## src/rtl/gct_counter.sv

```systemverilog
// Constants shared by the counter bank, and the single 16-bit counting core.
// Assumes one 50 MHz clock, a synchronous active-low reset, and a parent that
// already turns source activity into one-cycle step requests.

// ----------------------------------------------------------------------------
// Package
// ----------------------------------------------------------------------------
package gct_pkg;
	localparam int          NUM_CTR       = 5;
	localparam int          CTR_W         = 16;
	localparam int          CLK_HZ        = 50_000_000;
	localparam int          TB1_HZ        = 1_000_000;
	localparam logic [4:0]  TB1_HALF_LAST = 5'(CLK_HZ / (2 * TB1_HZ) - 1);
	localparam logic [2:0]  TB_DEC_LAST   = 3'h4;
	localparam logic [15:0] CTR_MAX       = 16'hFFFF;
	localparam logic [15:0] CTR_ZERO      = 16'h0000;
	// Source codes: 0 lower counter output, 1-5 source pins, 6-10 gate pins,
	// 11-15 timebases 1 to 5.
	localparam logic [3:0]  SRC_LOWER     = 4'h0;
	localparam logic [3:0]  DIVIDED_FREQUENCY_OUTPUT_SRC_NUM  = 4'hA;
	// Gating modes.
	localparam logic [3:0]  GATE_NONE     = 4'h0;
	localparam logic [3:0]  GATE_HIGH     = 4'h1;
	localparam logic [3:0]  GATE_LOW      = 4'h2;
	localparam logic [3:0]  GATE_RISE     = 4'h3;
	localparam logic [3:0]  GATE_FALL     = 4'h4;
	localparam logic [3:0]  GATE_TERM_LO  = 4'h5;
	localparam logic [3:0]  GATE_HIGHER   = 4'h6;
	localparam logic [3:0]  GATE_LOWER    = 4'h7;
	localparam logic [3:0]  GATE_SPECIAL  = 4'h8;
	// Idle output states.
	localparam logic [1:0]  IDLE_HIZ      = 2'h0;
	localparam logic [1:0]  IDLE_LOW      = 2'h1;
	localparam logic [1:0]  IDLE_HIGH     = 2'h2;
	localparam logic [1:0]  IDLE_RST      = IDLE_HIZ;
	typedef enum logic [2:0] {
		GCT_IDLE  = 3'b001,
		GCT_ARMED = 3'b010,
		GCT_RUN   = 3'b100
	} gct_state_t;
endpackage

// ----------------------------------------------------------------------------
// Counting core
// ----------------------------------------------------------------------------
module gct_counter
	import gct_pkg::*;
(
	input  wire logic             clk_i,      // System clock.
	input  wire logic             nrst_i,     // Synchronous reset, active low.
	input  wire logic             start_i,    // Load the start value.
	input  wire logic [CTR_W-1:0] start_val_i, // Start value.
	input  wire logic             step_i,     // One count event.
	input  wire logic             up_i,       // Count up when high.
	input  wire logic [CTR_W-1:0] reload_i,   // Value taken on rollover.
	output logic      [CTR_W-1:0] count_o,    // Current count.
	output logic                  term_o      // Rollover in this step.
);
	logic [CTR_W-1:0] count_reg;
	logic [CTR_W-1:0] count_next;
	logic             at_end;

	// Rollover point depends on direction; reload replaces the wrap value.
	always_comb begin
		at_end     = up_i ? (count_reg == CTR_MAX) : (count_reg == CTR_ZERO);
		term_o     = step_i & at_end;
		count_next = count_reg;
		if (start_i) begin
			count_next = start_val_i;
		end else if (step_i) begin
			if (at_end) begin
				count_next = reload_i;
			end else if (up_i) begin
				count_next = count_reg + 16'h0001;
			end else begin
				count_next = count_reg - 16'h0001;
			end
		end
	end

	// Count register.
	always_ff @(posedge clk_i) begin
		if (!nrst_i) begin
			count_reg <= CTR_ZERO;
		end else begin
			count_reg <= count_next;
		end
	end

	assign count_o = count_reg;
endmodule

```

## src/rtl/gct_bank.sv

```systemverilog
// Five gated 16-bit counter/timers with a programmable frequency output.
// Assumes source and gate pins are asynchronous, and that the configuration
// and command ports are driven by logic on CLK_I.

// ----------------------------------------------------------------------------
// Top module
// ----------------------------------------------------------------------------
module gct_bank
	import gct_pkg::*;
(
	input  wire logic             CLK_I,        // 50 MHz clock.
	input  wire logic             NRST_I,       // Synchronous reset, active low.
	input  wire logic [4:0]       SRC_PIN_I,    // Count-source pins.
	input  wire logic [4:0]       GATE_PIN_I,   // Gating pins.
	input  wire logic             CFG_WE_I,     // Write mode settings.
	input  wire logic [2:0]       CFG_SEL_I,    // Counter addressed, 0 to 4.
	input  wire logic [3:0]       CFG_SRC_I,    // Source code.
	input  wire logic             CFG_EDGE_I,   // High counts rising edges.
	input  wire logic [3:0]       CFG_GATE_I,   // Gating mode.
	input  wire logic             CFG_TOGGLE_I, // High selects toggle output.
	input  wire logic             CFG_INVERT_I, // High inverts the output.
	input  wire logic             CFG_UP_I,     // High counts up.
	input  wire logic [CTR_W-1:0] CFG_LOAD_I,   // Load register value.
	input  wire logic [CTR_W-1:0] CFG_HOLD_I,   // Hold register value.
	input  wire logic             ARM_I,        // Arm the counter.
	input  wire logic             STOP_I,       // Stop the counter.
	input  wire logic             RESET_I,      // Reset command.
	input  wire logic [1:0]       RESET_IDLE_I, // Idle state for reset.
	input  wire logic             DIVIDED_FREQUENCY_OUTPUT_EN_I,    // Frequency output enable.
	input  wire logic [3:0]       DIVIDED_FREQUENCY_OUTPUT_SRC_I,   // 0-4 timebases, 5-9 source pins.
	input  wire logic [3:0]       DIVIDED_FREQUENCY_OUTPUT_DIV_I,   // Divide factor minus one.
	output logic      [4:0]       OUT_O,        // Counter output levels.
	output logic      [4:0]       OUT_OE_O,     // Counter output enables.
	output logic      [4:0]       RUNNING_O,    // Counter in run state.
	output logic      [CTR_W-1:0] COUNT_O,      // Count of addressed counter.
	output logic                  DIVIDED_FREQUENCY_OUTPUT_O // Divided clock.
);
	// ------------------------------------------------------------------------
	// Declarations
	// ------------------------------------------------------------------------
	logic [9:0]       pin_s1_reg;
	logic [9:0]       pin_s2_reg;
	logic [9:0]       pin_s3_reg;
	logic [9:0]       pin_f_reg;
	logic [9:0]       pin_f_next;
	logic [4:0]       src_f;
	logic [4:0]       gate_f;
	logic [4:0]       pre_reg;
	logic [4:0]       pre_next;
	logic [2:0]       tbc_reg   [4:1];
	logic [2:0]       tbc_next  [4:1];
	logic [4:0]       tb_reg;
	logic [4:0]       tb_next;
	logic             tb_rise;
	gct_state_t       state_reg [NUM_CTR];
	gct_state_t       state_next[NUM_CTR];
	logic [3:0]       src_reg   [NUM_CTR];
	logic [3:0]       src_next  [NUM_CTR];
	logic [3:0]       gmode_reg [NUM_CTR];
	logic [3:0]       gmode_next[NUM_CTR];
	logic [CTR_W-1:0] load_reg  [NUM_CTR];
	logic [CTR_W-1:0] load_next [NUM_CTR];
	logic [CTR_W-1:0] hold_reg  [NUM_CTR];
	logic [CTR_W-1:0] hold_next [NUM_CTR];
	logic [1:0]       idle_reg  [NUM_CTR];
	logic [1:0]       idle_next [NUM_CTR];
	logic [4:0]       edge_reg, edge_next, tmode_reg, tmode_next;
	logic [4:0]       inv_reg, inv_next, up_reg, up_next;
	logic [4:0]       sprev_reg, sprev_next, gprev_reg, gprev_next;
	logic [4:0]       seen_reg, seen_next, pulse_reg, pulse_next;
	logic [4:0]       tog_reg, tog_next, out_reg, out_next, oe_reg, oe_next;
	logic [4:0]       run_reg, run_next;
	logic [4:0]       src_lvl, src_edge, level_ok, active, step, start, term;
	logic [15:0]      lvl_vec   [NUM_CTR];
	logic [CTR_W-1:0] reload    [NUM_CTR];
	logic [CTR_W-1:0] count     [NUM_CTR];
	logic [CTR_W-1:0] count_rd_reg;
	logic [CTR_W-1:0] count_rd_next;
	logic [9:0]       divided_frequency_output_vec;
	logic             divided_frequency_output_lvl, divided_frequency_output_prev_reg, divided_frequency_output_prev_next;
	logic [3:0]       divided_frequency_output_cnt_reg, divided_frequency_output_cnt_next;
	logic             divided_frequency_output_reg, divided_frequency_output_next;

	// ------------------------------------------------------------------------
	// Pin synchronisers
	// ------------------------------------------------------------------------
	// A level is taken only once the second and third stages agree, which
	// rejects a single-cycle glitch at the cost of one extra cycle of delay.
	always_comb begin
		pin_f_next = (pin_s2_reg & pin_s3_reg) | (pin_f_reg & (pin_s2_reg ^ pin_s3_reg));
	end

	// Three-stage chain for the ten asynchronous pins.
	always_ff @(posedge CLK_I) begin
		if (!NRST_I) begin
			pin_s1_reg <= 10'h000;
			pin_s2_reg <= 10'h000;
			pin_s3_reg <= 10'h000;
			pin_f_reg  <= 10'h000;
		end else begin
			pin_s1_reg <= {GATE_PIN_I, SRC_PIN_I};
			pin_s2_reg <= pin_s1_reg;
			pin_s3_reg <= pin_s2_reg;
			pin_f_reg  <= pin_f_next;
		end
	end

	assign src_f  = pin_f_reg[4:0];
	assign gate_f = pin_f_reg[9:5];

	// ------------------------------------------------------------------------
	// Timebases
	// ------------------------------------------------------------------------
	// First stage divides 50 MHz by fifty to a 1 MHz square wave; each further
	// stage toggles every fifth rising edge of the stage below, dividing by ten.
	always_comb begin
		tb_next  = tb_reg;
		pre_next = (pre_reg == TB1_HALF_LAST) ? 5'h00 : pre_reg + 5'h01;
		tb_rise  = (pre_reg == TB1_HALF_LAST) & ~tb_reg[0];
		if (pre_reg == TB1_HALF_LAST) begin
			tb_next[0] = ~tb_reg[0];
		end
		for (int k = 1; k < 5; k++) begin
			tbc_next[k] = tbc_reg[k];
			if (tb_rise) begin
				if (tbc_reg[k] == TB_DEC_LAST) begin
					tbc_next[k] = 3'h0;
					tb_next[k]  = ~tb_reg[k];
				end else begin
					tbc_next[k] = tbc_reg[k] + 3'h1;
				end
			end
			tb_rise = tb_rise & (tbc_reg[k] == TB_DEC_LAST) & ~tb_reg[k];
		end
	end

	// Timebase registers.
	always_ff @(posedge CLK_I) begin
		if (!NRST_I) begin
			pre_reg <= 5'h00;
			tb_reg  <= 5'h00;
			for (int k = 1; k < 5; k++) begin
				tbc_reg[k] <= 3'h0;
			end
		end else begin
			pre_reg <= pre_next;
			tb_reg  <= tb_next;
			for (int k = 1; k < 5; k++) begin
				tbc_reg[k] <= tbc_next[k];
			end
		end
	end

	// ------------------------------------------------------------------------
	// Counter control
	// ------------------------------------------------------------------------
	// Gate levels are sampled on selected source edges only, so a gate change
	// waits up to one source period before it has any effect.
	always_comb begin
		for (int i = 0; i < NUM_CTR; i++) begin
			int lo;
			int hi;
			lo = (i == 0) ? NUM_CTR - 1 : i - 1;
			hi = (i == NUM_CTR - 1) ? 0 : i + 1;
			state_next[i] = state_reg[i];
			src_next[i]   = src_reg[i];
			gmode_next[i] = gmode_reg[i];
			load_next[i]  = load_reg[i];
			hold_next[i]  = hold_reg[i];
			idle_next[i]  = idle_reg[i];
			edge_next[i]  = edge_reg[i];
			tmode_next[i] = tmode_reg[i];
			inv_next[i]   = inv_reg[i];
			up_next[i]    = up_reg[i];
			lvl_vec[i]    = {tb_reg, gate_f, src_f, out_reg[lo]};
			src_lvl[i]    = lvl_vec[i][src_reg[i]];
			sprev_next[i] = src_lvl[i];
			gprev_next[i] = gate_f[i];
			src_edge[i]   = edge_reg[i] ? (src_lvl[i] & ~sprev_reg[i])
			                            : (~src_lvl[i] & sprev_reg[i]);
			case (gmode_reg[i])
				GATE_HIGH:    level_ok[i] = gate_f[i];
				GATE_LOW:     level_ok[i] = ~gate_f[i];
				GATE_TERM_LO: level_ok[i] = pulse_reg[lo];
				GATE_HIGHER:  level_ok[i] = gate_f[hi];
				GATE_LOWER:   level_ok[i] = gate_f[lo];
				default:      level_ok[i] = 1'b1;
			endcase
			// Edge gating remembers the gate transition until the next source edge.
			seen_next[i] = seen_reg[i];
			if ((state_reg[i] == GCT_ARMED) &&
			    (((gmode_reg[i] == GATE_RISE) && gate_f[i] && !gprev_reg[i]) ||
			     ((gmode_reg[i] == GATE_FALL) && !gate_f[i] && gprev_reg[i]))) begin
				seen_next[i] = 1'b1;
			end
			step[i]  = 1'b0;
			start[i] = 1'b0;
			case (state_reg[i])
				GCT_IDLE: begin
					if (ARM_I && (CFG_SEL_I == 3'(i)) && !RESET_I) begin
						start[i]      = 1'b1;
						state_next[i] = ((gmode_reg[i] == GATE_RISE) ||
						                 (gmode_reg[i] == GATE_FALL)) ? GCT_ARMED : GCT_RUN;
					end
				end
				GCT_ARMED: begin
					if (src_edge[i] && seen_reg[i]) begin
						step[i]       = 1'b1;
						seen_next[i]  = 1'b0;
						state_next[i] = GCT_RUN;
					end
				end
				GCT_RUN: begin
					step[i] = src_edge[i] & level_ok[i];
				end
				default: begin
					state_next[i] = GCT_IDLE;
				end
			endcase
			if (STOP_I && (CFG_SEL_I == 3'(i))) begin
				state_next[i] = GCT_IDLE;
				seen_next[i]  = 1'b0;
			end
			// Settings are accepted at any time, but take full effect only from
			// the next arm; writing while running can give one odd period.
			if (CFG_WE_I && (CFG_SEL_I == 3'(i))) begin
				src_next[i]   = CFG_SRC_I;
				gmode_next[i] = CFG_GATE_I;
				load_next[i]  = CFG_LOAD_I;
				hold_next[i]  = CFG_HOLD_I;
				edge_next[i]  = CFG_EDGE_I;
				tmode_next[i] = CFG_TOGGLE_I;
				inv_next[i]   = CFG_INVERT_I;
				up_next[i]    = CFG_UP_I;
			end
			if (RESET_I && (CFG_SEL_I == 3'(i))) begin
				state_next[i] = GCT_IDLE;
				src_next[i]   = SRC_LOWER;
				gmode_next[i] = GATE_NONE;
				edge_next[i]  = 1'b0;
				tmode_next[i] = 1'b0;
				inv_next[i]   = 1'b0;
				up_next[i]    = 1'b0;
				seen_next[i]  = 1'b0;
				idle_next[i]  = RESET_IDLE_I;
			end
			reload[i] = ((gmode_reg[i] == GATE_SPECIAL) && gate_f[i]) ? hold_reg[i]
			                                                          : load_reg[i];
			// Output forms: pulse marks the terminal source cycle, toggle flips
			// at the edge that ends that cycle.
			active[i]     = (state_reg[i] != GCT_IDLE);
			pulse_next[i] = 1'b0;
			tog_next[i]   = tog_reg[i];
			if (active[i]) begin
				pulse_next[i] = src_edge[i] ? term[i] : pulse_reg[i];
				if (src_edge[i] && pulse_reg[i]) begin
					tog_next[i] = ~tog_reg[i];
				end
			end
			if (RESET_I && (CFG_SEL_I == 3'(i))) begin
				tog_next[i] = 1'b0;
			end
			run_next[i] = (state_next[i] == GCT_RUN);
			if (state_next[i] != GCT_IDLE) begin
				oe_next[i]  = 1'b1;
				out_next[i] = (tmode_next[i] ? tog_next[i] : pulse_next[i]) ^ inv_next[i];
			end else begin
				oe_next[i]  = (idle_next[i] != IDLE_HIZ);
				out_next[i] = (idle_next[i] == IDLE_HIGH);
			end
		end
		count_rd_next = (CFG_SEL_I < 3'(NUM_CTR)) ? count[CFG_SEL_I] : CTR_ZERO;
	end

	// Counter control registers.
	always_ff @(posedge CLK_I) begin
		if (!NRST_I) begin
			for (int i = 0; i < NUM_CTR; i++) begin
				state_reg[i] <= GCT_IDLE;
				src_reg[i]   <= SRC_LOWER;
				gmode_reg[i] <= GATE_NONE;
				load_reg[i]  <= CTR_ZERO;
				hold_reg[i]  <= CTR_ZERO;
				idle_reg[i]  <= IDLE_RST;
			end
			{edge_reg, tmode_reg, inv_reg, up_reg} <= 20'h00000;
			{sprev_reg, gprev_reg, seen_reg, pulse_reg} <= 20'h00000;
			{tog_reg, out_reg, oe_reg, run_reg} <= 20'h00000;
			count_rd_reg <= CTR_ZERO;
		end else begin
			for (int i = 0; i < NUM_CTR; i++) begin
				state_reg[i] <= state_next[i];
				src_reg[i]   <= src_next[i];
				gmode_reg[i] <= gmode_next[i];
				load_reg[i]  <= load_next[i];
				hold_reg[i]  <= hold_next[i];
				idle_reg[i]  <= idle_next[i];
			end
			{edge_reg, tmode_reg, inv_reg, up_reg} <= {edge_next, tmode_next, inv_next, up_next};
			{sprev_reg, gprev_reg, seen_reg, pulse_reg} <=
				{sprev_next, gprev_next, seen_next, pulse_next};
			{tog_reg, out_reg, oe_reg, run_reg} <= {tog_next, out_next, oe_next, run_next};
			count_rd_reg <= count_rd_next;
		end
	end

	// One counting core per counter.
	for (genvar g = 0; g < NUM_CTR; g++) begin : g_ctr
		gct_counter u_ctr (
			.clk_i       (CLK_I),
			.nrst_i      (NRST_I),
			.start_i     (start[g]),
			.start_val_i (load_reg[g]),
			.step_i      (step[g]),
			.up_i        (up_reg[g]),
			.reload_i    (reload[g]),
			.count_o     (count[g]),
			.term_o      (term[g])
		);
	end

	// ------------------------------------------------------------------------
	// Frequency output
	// ------------------------------------------------------------------------
	// Output is high for the source high phase once every (factor) source periods;
	// factor one therefore copies the source. Factors above one are not 50 percent.
	always_comb begin
		divided_frequency_output_vec       = {src_f, tb_reg};
		divided_frequency_output_lvl       = (DIVIDED_FREQUENCY_OUTPUT_SRC_I < DIVIDED_FREQUENCY_OUTPUT_SRC_NUM) ? divided_frequency_output_vec[DIVIDED_FREQUENCY_OUTPUT_SRC_I] : 1'b0;
		divided_frequency_output_prev_next = divided_frequency_output_lvl;
		divided_frequency_output_cnt_next  = divided_frequency_output_cnt_reg;
		divided_frequency_output_next      = divided_frequency_output_reg;
		if (!DIVIDED_FREQUENCY_OUTPUT_EN_I) begin
			divided_frequency_output_cnt_next = 4'h0;
			divided_frequency_output_next     = 1'b0;
		end else if (divided_frequency_output_lvl && !divided_frequency_output_prev_reg) begin
			if (divided_frequency_output_cnt_reg >= DIVIDED_FREQUENCY_OUTPUT_DIV_I) begin
				divided_frequency_output_cnt_next = 4'h0;
				divided_frequency_output_next     = 1'b1;
			end else begin
				divided_frequency_output_cnt_next = divided_frequency_output_cnt_reg + 4'h1;
			end
		end else if (!divided_frequency_output_lvl && divided_frequency_output_prev_reg) begin
			divided_frequency_output_next = 1'b0;
		end
	end

	// Frequency output registers.
	always_ff @(posedge CLK_I) begin
		if (!NRST_I) begin
			divided_frequency_output_prev_reg <= 1'b0;
			divided_frequency_output_cnt_reg  <= 4'h0;
			divided_frequency_output_reg      <= 1'b0;
		end else begin
			divided_frequency_output_prev_reg <= divided_frequency_output_prev_next;
			divided_frequency_output_cnt_reg  <= divided_frequency_output_cnt_next;
			divided_frequency_output_reg      <= divided_frequency_output_next;
		end
	end

	assign OUT_O                      = out_reg;
	assign OUT_OE_O                   = oe_reg;
	assign RUNNING_O                  = run_reg;
	assign COUNT_O                    = count_rd_reg;
	assign DIVIDED_FREQUENCY_OUTPUT_O = divided_frequency_output_reg;
endmodule

```

## config.mk

```make
export PLATFORM = sky130hd
export DESIGN_NAME = gct_bank
export DESIGN_NICKNAME = d
export VERILOG_FILES = /design/src/rtl/gct_counter.sv /design/src/rtl/gct_bank.sv
export SDC_FILE = /design/constraint.sdc
export NUM_CORES = 1
export LEC_CHECK = 0
export BUFFER_PORTS_ARGS = -buffer_cell sky130_fd_sc_hd__buf_2
export CAP_MARGIN = 0
export CORE_MARGIN = 2
export CORE_UTILIZATION = 35
export DETAILED_ROUTE_END_ITERATION = 8
export PLACE_DENSITY = 0.53
export SYNTH_ARGS = -nofsm -noshare
export SYNTH_HDL_FRONTEND = slang
export SYNTH_SLANG_ARGS = --single-unit
```

## constraint.sdc

```tcl
create_clock -name CLK_I -period 3.11 [get_ports CLK_I]
set_clock_uncertainty 0.05 [all_clocks]
set_input_delay 0.1555 -clock CLK_I [delete_from_list [all_inputs] [get_ports CLK_I]]
set_output_delay 0.1555 -clock CLK_I [all_outputs]
set_load 0.01 [all_outputs]
```

Word-level counts from Yosys, hierarchy flattened
Memories as Yosys holds them, arrays and structs flattened. Index checks and enable logic that the tools add are counted. Widths: inputs -> output; s select.

Bits in writable memories: 237. Input port bits: 74. Output and inout port bits: 32. Memories: 7. Register bits after elaboration: 212. Logic and storage cells: 652.

Muxes and demuxes: 264. Equality and inequality tests: 90. Bitwise operators: 97. Reduce and logical (&&, ||, !) cells: 125. Magnitude comparators: 10. Add/sub/neg operators: 16.

Memory list: hold_reg (words 5, width 16, read ports 5, clocked after memory_dff 0, wr ports 5, line gct_bank.sv:63) `logic [CTR_W-1:0] hold_reg [NUM_CTR];`; load_reg (words 5, width 16, read ports 5, clocked after memory_dff 0, wr ports 5, line gct_bank.sv:61) `logic [CTR_W-1:0] load_reg [NUM_CTR];`; gmode_reg (words 5, width 4, read ports 5, clocked after memory_dff 0, wr ports 5, line gct_bank.sv:59) `logic [3:0] gmode_reg [NUM_CTR];`; src_reg (words 5, width 4, read ports 5, clocked after memory_dff 0, wr ports 5, line gct_bank.sv:57) `logic [3:0] src_reg [NUM_CTR];`; state_reg (words 5, width 3, read ports 5, clocked after memory_dff 0, wr ports 5, line gct_bank.sv:55) `gct_state_t state_reg [NUM_CTR];`; tbc_reg (words 4, width 3, read ports 4, clocked after memory_dff 0, wr ports 4, line gct_bank.sv:50) `logic [2:0] tbc_reg [4:1];`; 1 more memories.

Operator list (number): $mux 16 (47); $mux 3 (42); $mux 4 (31); $mux 1 (112); $add 16x1->16 const B (5); $eq 16x16->1 const B (5); $eq 4x3->1 const B (20); $logic_not 16->1 (5); $sub 16x1->16 const B (5); $logic_and 1x1->1 (67); $bmux 16 s3 (1); $eq 3x3->1 const B (15); $pmux 3 s3 (5); $eq 4x2->1 const B (10); $or 1x1->1 (34); $lt 4x5->1 const B (6); $ne 3x1->1 const B (10); $and 1x1->1 (27); $not 1->1 (26); $pmux 1 s5 (5); $bmux 1 s4 (6); $reduce_bool 2->1 (11); $eq 3x2->1 const B (7); $and 10x10->10 (2); other kinds (25) (98).

Logic depth before layout (Yosys ltp)
Gate-level depths: netlist of run 1.

Depth in word-level cells: 14. Mapped depth: 12. Gate-level depth less buffers: 10.

Hierarchy
From an unflattened synthesis of run 1, not the netlist that was laid out.

Cells, all modules: 3128. Area total of the unflattened synthesis: 25752.2 µm².

Modules (own cells, without submodules): gct_bank (times used 1, sequential area each 7387.1 µm², cells an instance 1953, area an instance 17169.0 µm²); gct_counter (times used 5, sequential area each 320.3 µm², cells an instance 235, area an instance 1716.6 µm²).

Worst setup path after synthesis of run 1
Ideal clock, no wire load.

Path type: register to register. From: register up_reg[1]. To: register g_ctr[1].u_ctr.count_reg[13]. Path slack: 0.064 ns. Setup time: 0.086 ns. Cell stages (with the launch flop): 11. Required time: 2.974 ns. Arrival: 2.910 ns. Path buffers: 0. Period minus slack after synthesis: 3.046 ns. Path through: dfxtp_1 > inv_1 > ha_1 > a21o_1 > a21o_1 > a2111oi_0 > o31ai_1 > o21a_1 > o41ai_1 > xor2_1 > a211oi_1.

Word-level cells in the longest chain between the ends: 4. Elaborated cells on any way between the ends: 5. Classes of those cells: 5 x mux.

RTL lines: start: declaration (line gct_bank.sv:68) `logic [4:0] inv_reg, inv_next, up_reg, up_next;`; start signal: assignment (line gct_bank.sv:299) `{edge_reg, tmode_reg, inv_reg, up_reg} <= {edge_next, tmode_next, inv_next, up_next};`; $mux 16 / $mux 1 (equally long branches) (line gct_counter.sv:73, gct_counter.sv:65); $mux 16 (*) (line gct_counter.sv:71) `if (at_end) begin`; $mux 16 (*) (line gct_counter.sv:70) `end else if (step_i) begin`; $mux 16 (*) (line gct_counter.sv:68) `if (start_i) begin`; end signal: assignment (line gct_counter.sv:86) `count_reg <= count_next;`; end: declaration (line gct_counter.sv:59) `logic [CTR_W-1:0] count_reg;`.

Every way passes the cells marked *; elsewhere a longest branch is shown, timed or not. The select of a mux whose other input is x is not followed. A chain may end at the register's enable or synchronous reset.

==> flow_summary.toml, run 1 <==
[clocking]
path_clk_slew_ps = 60
cts_tree = "yes"
cts-root-buf = "clkbuf_16"
numCtsBuffers = 52
clock-sinks = 449
ctsLongestPathBuffers = 3
cts_htree_levels = 2
worst_skew_pair.late_latency_ps = 610

[layout]
fill_cells = 6653
regArea_um2 = 8990
drive_above_1_share = 0.134
synthToLayoutAreaGrowth_pct = 19.3
multi_input_area_um2 = 14000
layout_common_cells = "598 x nand2_1, 446 x dfxtp_1, 371 x a21oi_1, 192 x nor2_1, 116 x buf_4"
layout_commonest_cell = "nand2_1"
nets = 3242
fin_cells = 3983

[sta]
fmax_mhz = 333
finalSetupViolCount = 0
worst_pin_slew_ps = 845
hold_violations = 0
post-route-min-period_ps = 3000
timing.setup.tns_ps = 0
slew_viol_final = 0
period_share = 0.965
slew_headroom = 0.437
rsz0062_at_grt = "no"

[synthesis]
synthFlopType = "dfxtp_1"
yosys_warnings = 0
ys_ff_latch = 449
synth-compound-area-share = 0.191
synth-simple-area-share = 0.219
synthArstFlopShare = 0
yosysSeqAreaShare = 0.379
synth_area_um2 = 23700
synth_mux_area_frac = 0.0888
syn-num-nets = 3069
synth_edf_count = 0
synth_top_family_by_area = "simple AND/OR/NAND/NOR gates"
syn_area_per_cell_um2 = 8.19
synth_cell_type_count = 88
synthXorXnorAreaFrac = 0.0299
syn_inst = 2895
synthAdderAreaFrac = 0.0543

[critical_path]
critPathCaptureType = "flip-flop"
startpoint_type = "flip-flop"
critical_path_class = "reg -> reg"
r2r_start = "src_reg[0][6]"
cp_max_fo = 15
rr_worst_depth = 9
timing.rr.end = "g_ctr[1].u_ctr.count_o[14]"
reg2reg_slack_ps = 110
cp.required_ps = 3580
arrival_ps = 3470

[detailed_routing]
first_pass_iters = 5
drc = 0
vias = 22400
routed_wl_mm = 84.9
via_per_inst = 5.62
ant_nets = 0
wire_per_inst_um = 21.3
drt-initial-drc-count = 1666

[die]
core_area_um2 = 67200
fp.dieW_um = 264
start_util = 0.353
die_y_um = 264
rows = 95
ios = 106
die_area_um2 = 69900

[placed_design]
dp.cells = 3819
hpwl_mm = 61.8
io_buffer_count = 105
gp_congestion = 0.946

[grt]
antenna_found_initial = 3
grt_start_max_net_pins = 80
grt_pass1_wl_mm = 127
grt_use_total = 0.236
overflow = 0
grt_pass1_vias = 21100

[power]
leakage_uw = 0.0108
p_per_area_nw_per_um2 = 492
ir_drop_v = 0.000374

[min_path]
hp-class = "in -> reg"
whs_endpoint = "divided_frequency_output_prev_reg"
whs_path_depth = 4
min_from = "DIVIDED_FREQUENCY_OUTPUT_SRC_I[3]"

[flow_run]
drv_cap = 0

[outcome]
status = "finished clean"
[logic make-up (layout without fill, tap and decap cells)]
group / count (synthesis) / in the layout
AO/OA/AOI/OAI: 745 / 745
XOR/XNOR: 81 / 81
adder cells (fa/ha/maj): 100 / 100
buffers and inverters: 226 / 440
flip-flops: 449 / 449
multiplexers: 151 / 151
other: 0 / 1
AND/OR/NAND/NOR: 1143 / 1143
[worst max path at each step]
stage	start	endpoint	slack (ps)
5_1_grt	src_reg[0][6]	g_ctr[1].u_ctr.count_o[14]	1
4_1_cts	src_reg[0][6]	g_ctr[1].u_ctr.count_o[14]	20
3_3_place_gp	src_reg[0][6]	g_ctr[1].u_ctr.count_o[14]	80
2_1_floorplan	up_reg[1]	g_ctr[1].u_ctr.count_o[13]	60
6_report	src_reg[0][6]	g_ctr[1].u_ctr.count_o[14]	110
3_5_place_dp	src_reg[0][6]	g_ctr[1].u_ctr.count_o[14]	20
[repair_timing]
action	CTS	global route
gates resized for setup	1	17
pin swaps	0	1
endpoints found under the setup margin	2	29
cloned	0	0
setup buffers	0	6
hold buffers	62	0
hold endpoints to repair	240	0
[Yosys cell counts, drive strengths merged (9+ instances only)]
cell type	instances	area share
dfxtp	449	0.38
nor3	47	0.0099
nand2	598	0.095
mux2	14	0.0066
o221ai	19	0.0070
a21oi	371	0.078
a211oi	33	0.010
or3	23	0.0061
nand4	25	0.0066
nand3	52	0.011
a22oi	39	0.012
nor4	27	0.0076
a221oi	18	0.0066
nand3b	9	0.0028
and3	13	0.0034
o21ai	95	0.020
a31oi	25	0.0066
nor4b	11	0.0050
mux4	42	0.041
mux2i	95	0.041
clkbuf	149	0.024
nor2b	29	0.0076
xor2	35	0.013
inv	55	0.0087
o211ai	22	0.0070
buf	21	0.0050
xnor2	46	0.017
ha	95	0.050
and2	54	0.014
nor2	195	0.031
nand2b	18	0.0047
a21o	27	0.0085
or2	10	0.0026
[cell type report]
class | count | area share
Multi-Input combinational cell | 2220 | 0.494
Sequential cell | 449 | 0.318
Timing Repair Buffer | 289 | 0.0760
Clock buffer | 71 | 0.0531
Tap cell | 873 | 0.0386
Clock inverter | 24 | 0.0121
Inverter | 56 | 0.00796
Antenna cell | 1 | 0.0000884
[power breakdown]
group	total [µW]	internal, µW	switching, µW
Sequential	5950	5860	93.1
Clock	6660	4050	2610
Combinational	1330	475	852
Total	13900	10400	3560
[critical path: stages (launching register included)]
cell and delay (ps):
dfxtp_2 400, mux4_1 580, mux4_2 550, mux2i_4 230, nor4b_4 310, buf_12 200
inv_2 70, nand2_1 140, o221ai_1 160, a211oi_1 220
[through the flow]
stage / area (µm²) / worst slack [ps] / hold slack, ps / power [µW] / util
final: 28300 / 110 / 38.1 / 13900 / 0.421
after global routing: 28300 / 1.16 / 32.3 / 14400 / 0.421
after CTS: 28200 / 17.4 / 0.423 / 14000 / 0.420
after detailed placement: 25700 / 22.9 / 316 / 7310 / 0.383
after global placement: 25700 / 77.1 / 310 / 7310 / 0.383
after floorplan: 23700 / 64.3 / 213 / 6800 / -
[metal layers]
metal	vias to the layer above	wire, µm	global-route usage
met2	835	37100	0.366
met1	10700	38500	0.333
li1	10700	-	-
met5	-	45	0.00485
met3	150	6610	0.0373
met4	2	2520	0.0762
No activity file was read; power rests on OpenSTA's default activity.
==> inputs of run 2 (changes only) <==
- CTS_BUF_LIST: unset -> sky130_fd_sc_hd__clkbuf_8
==> flow_summary.toml, run 2 (synthesized netlist as in run 1, its figures left out) <==
[power]
leakage_uw = 0.0109
ir_drop_v = 0.000344
p_per_area_nw_per_um2 = 469

[layout]
fin_area_um2 = 28200
fill_cells = 6697
fin_cells = 4041
layout_common_cells = "598 x nand2_1, 447 x dfxtp_1, 371 x a21oi_1, 191 x nor2_1, 116 x buf_4"
layout_commonest_cell = "nand2_1"
synthToLayoutAreaGrowth_pct = 19.0
drive_above_1_share = 0.140
nets = 3277

[flow_run]
drv_cap = 0

[critical_path]
startpoint_type = "flip-flop"
reg2reg_slack_ps = 110
cp-endpoint = "g_ctr[3].u_ctr.count_o[13]"
rr_worst_depth = 9
critPathCaptureType = "flip-flop"
r2r_start = "src_reg[0][13]"
critical_path_class = "reg -> reg"
setup.worst_path.start = "src_reg[0][13]"
cp_max_fo = 8
cp.required_ps = 3700
arrival_ps = 3580
timing.rr.end = "g_ctr[3].u_ctr.count_o[13]"

[clocking]
cts_htree_levels = 3
clock-sinks = 449
numCtsBuffers = 83
worst_skew_pair.late_latency_ps = 700
ctsLongestPathBuffers = 3
cts_tree = "yes"
cts-root-buf = "clkbuf_8"
path_clk_slew_ps = 60

[die]
die_area_um2 = 69900
start_util = 0.353
fp.dieW_um = 264
die_y_um = 264
ios = 106
rows = 95
core_area_um2 = 67200

[detailed_routing]
vias = 22600
ant_nets = 0
drc = 0
via_per_inst = 5.58
routed_wl_mm = 85.2
wire_per_inst_um = 21.1
drt-initial-drc-count = 1598
first_pass_iters = 5

[placed_design]
io_buffer_count = 105
place_area_um2 = 25700
hpwl_mm = 61.8
gp_congestion = 0.946
dp.cells = 3819

[sta]
hold_violations = 0
slew_headroom = 0.442
fmax_mhz = 334
hold_ws_ps = 66.0
slew_viol_final = 0
finalSetupViolCount = 0
timing.setup.tns_ps = 0
rsz0062_at_grt = "no"
period_share = 0.963
post-route-min-period_ps = 3000
worst_pin_slew_ps = 837

[grt]
grt_use_total = 0.239
grt_start_max_net_pins = 80
overflow = 0
grt_pass1_wl_mm = 129
grt_pass1_vias = 21400
antenna_found_initial = 3

[outcome]
status = "finished clean"

[min_path]
hp-class = "in -> reg"
[run 2: per-stage QoR]
| stage | utilization | total power [µW] | setup slack [ps] |
|---|---|---|---|
| floorplan | - | 6800 | 64.3 |
| global placement | 0.383 | 7310 | 77.1 |
| detailed placement | 0.383 | 7310 | 22.9 |
| CTS | 0.419 | 13400 | 29.0 |
| global route | 0.420 | 13800 | 1.49 |
| finish | 0.420 | 13200 | 114 |
[run 2: worst min-delay path by stage]
stage                      start             to  depth (start not counted)  slack (ps)
floorplan                 STOP_I    seen_reg[4]                          1         210
global placement    SRC_PIN_I[3]  pin_s1_reg[3]                          2         310
detailed placement  SRC_PIN_I[0]  pin_s1_reg[0]                          2         320
CTS                     CFG_WE_I   tmode_reg[0]                          4           4
global route        CFG_SEL_I[2]   tmode_reg[1]                          4          60
finish                  CFG_WE_I   tmode_reg[0]                          4          70
[run 2: power breakdown]
part           total (µW)  switching, µW  internal (µW)
Clock                5960           2610           3350
Combinational        1330            851            476
Sequential           5950           93.0           5860
Total               13200           3550           9690
[run 2: worst max-delay path: stages, from the launching register on]
cell and delay, ps:
dfxtp_1 470, mux4_2 540, mux4_2 510, mux2i_2 170, buf_4 170, or2_2 410
nand2_1 190, o221ai_1 140, a31oi_1 170, o31a_1 140
[run 2: final cells by class]
type,instances,area [µm²],area share
multi-input combinational,2220,14000,0.495
sequential,449,8990,0.319
timing repair buffer,293,2190,0.0777
clock buffer,105,1450,0.0512
tap,873,1090,0.0387
clock inverter,42,284,0.0101
inverter,56,225,0.00798
antenna,3,7.51,0.000266
[run 2: timing repair]
action	in CTS	in global routing
hold buffers	66	0
hold endpoints to repair	261	0
resized for setup	0	15
endpoints found under the setup margin	0	36
setup buffers	0	6
[run 2: layer usage]
layer  track usage  vias up  share of wire
met5             0        -              0
met4        0.0814        0          0.029
met3        0.0512      154          0.076
met2         0.368      782           0.44
met1         0.330    10900           0.45
li1              -    10800              -
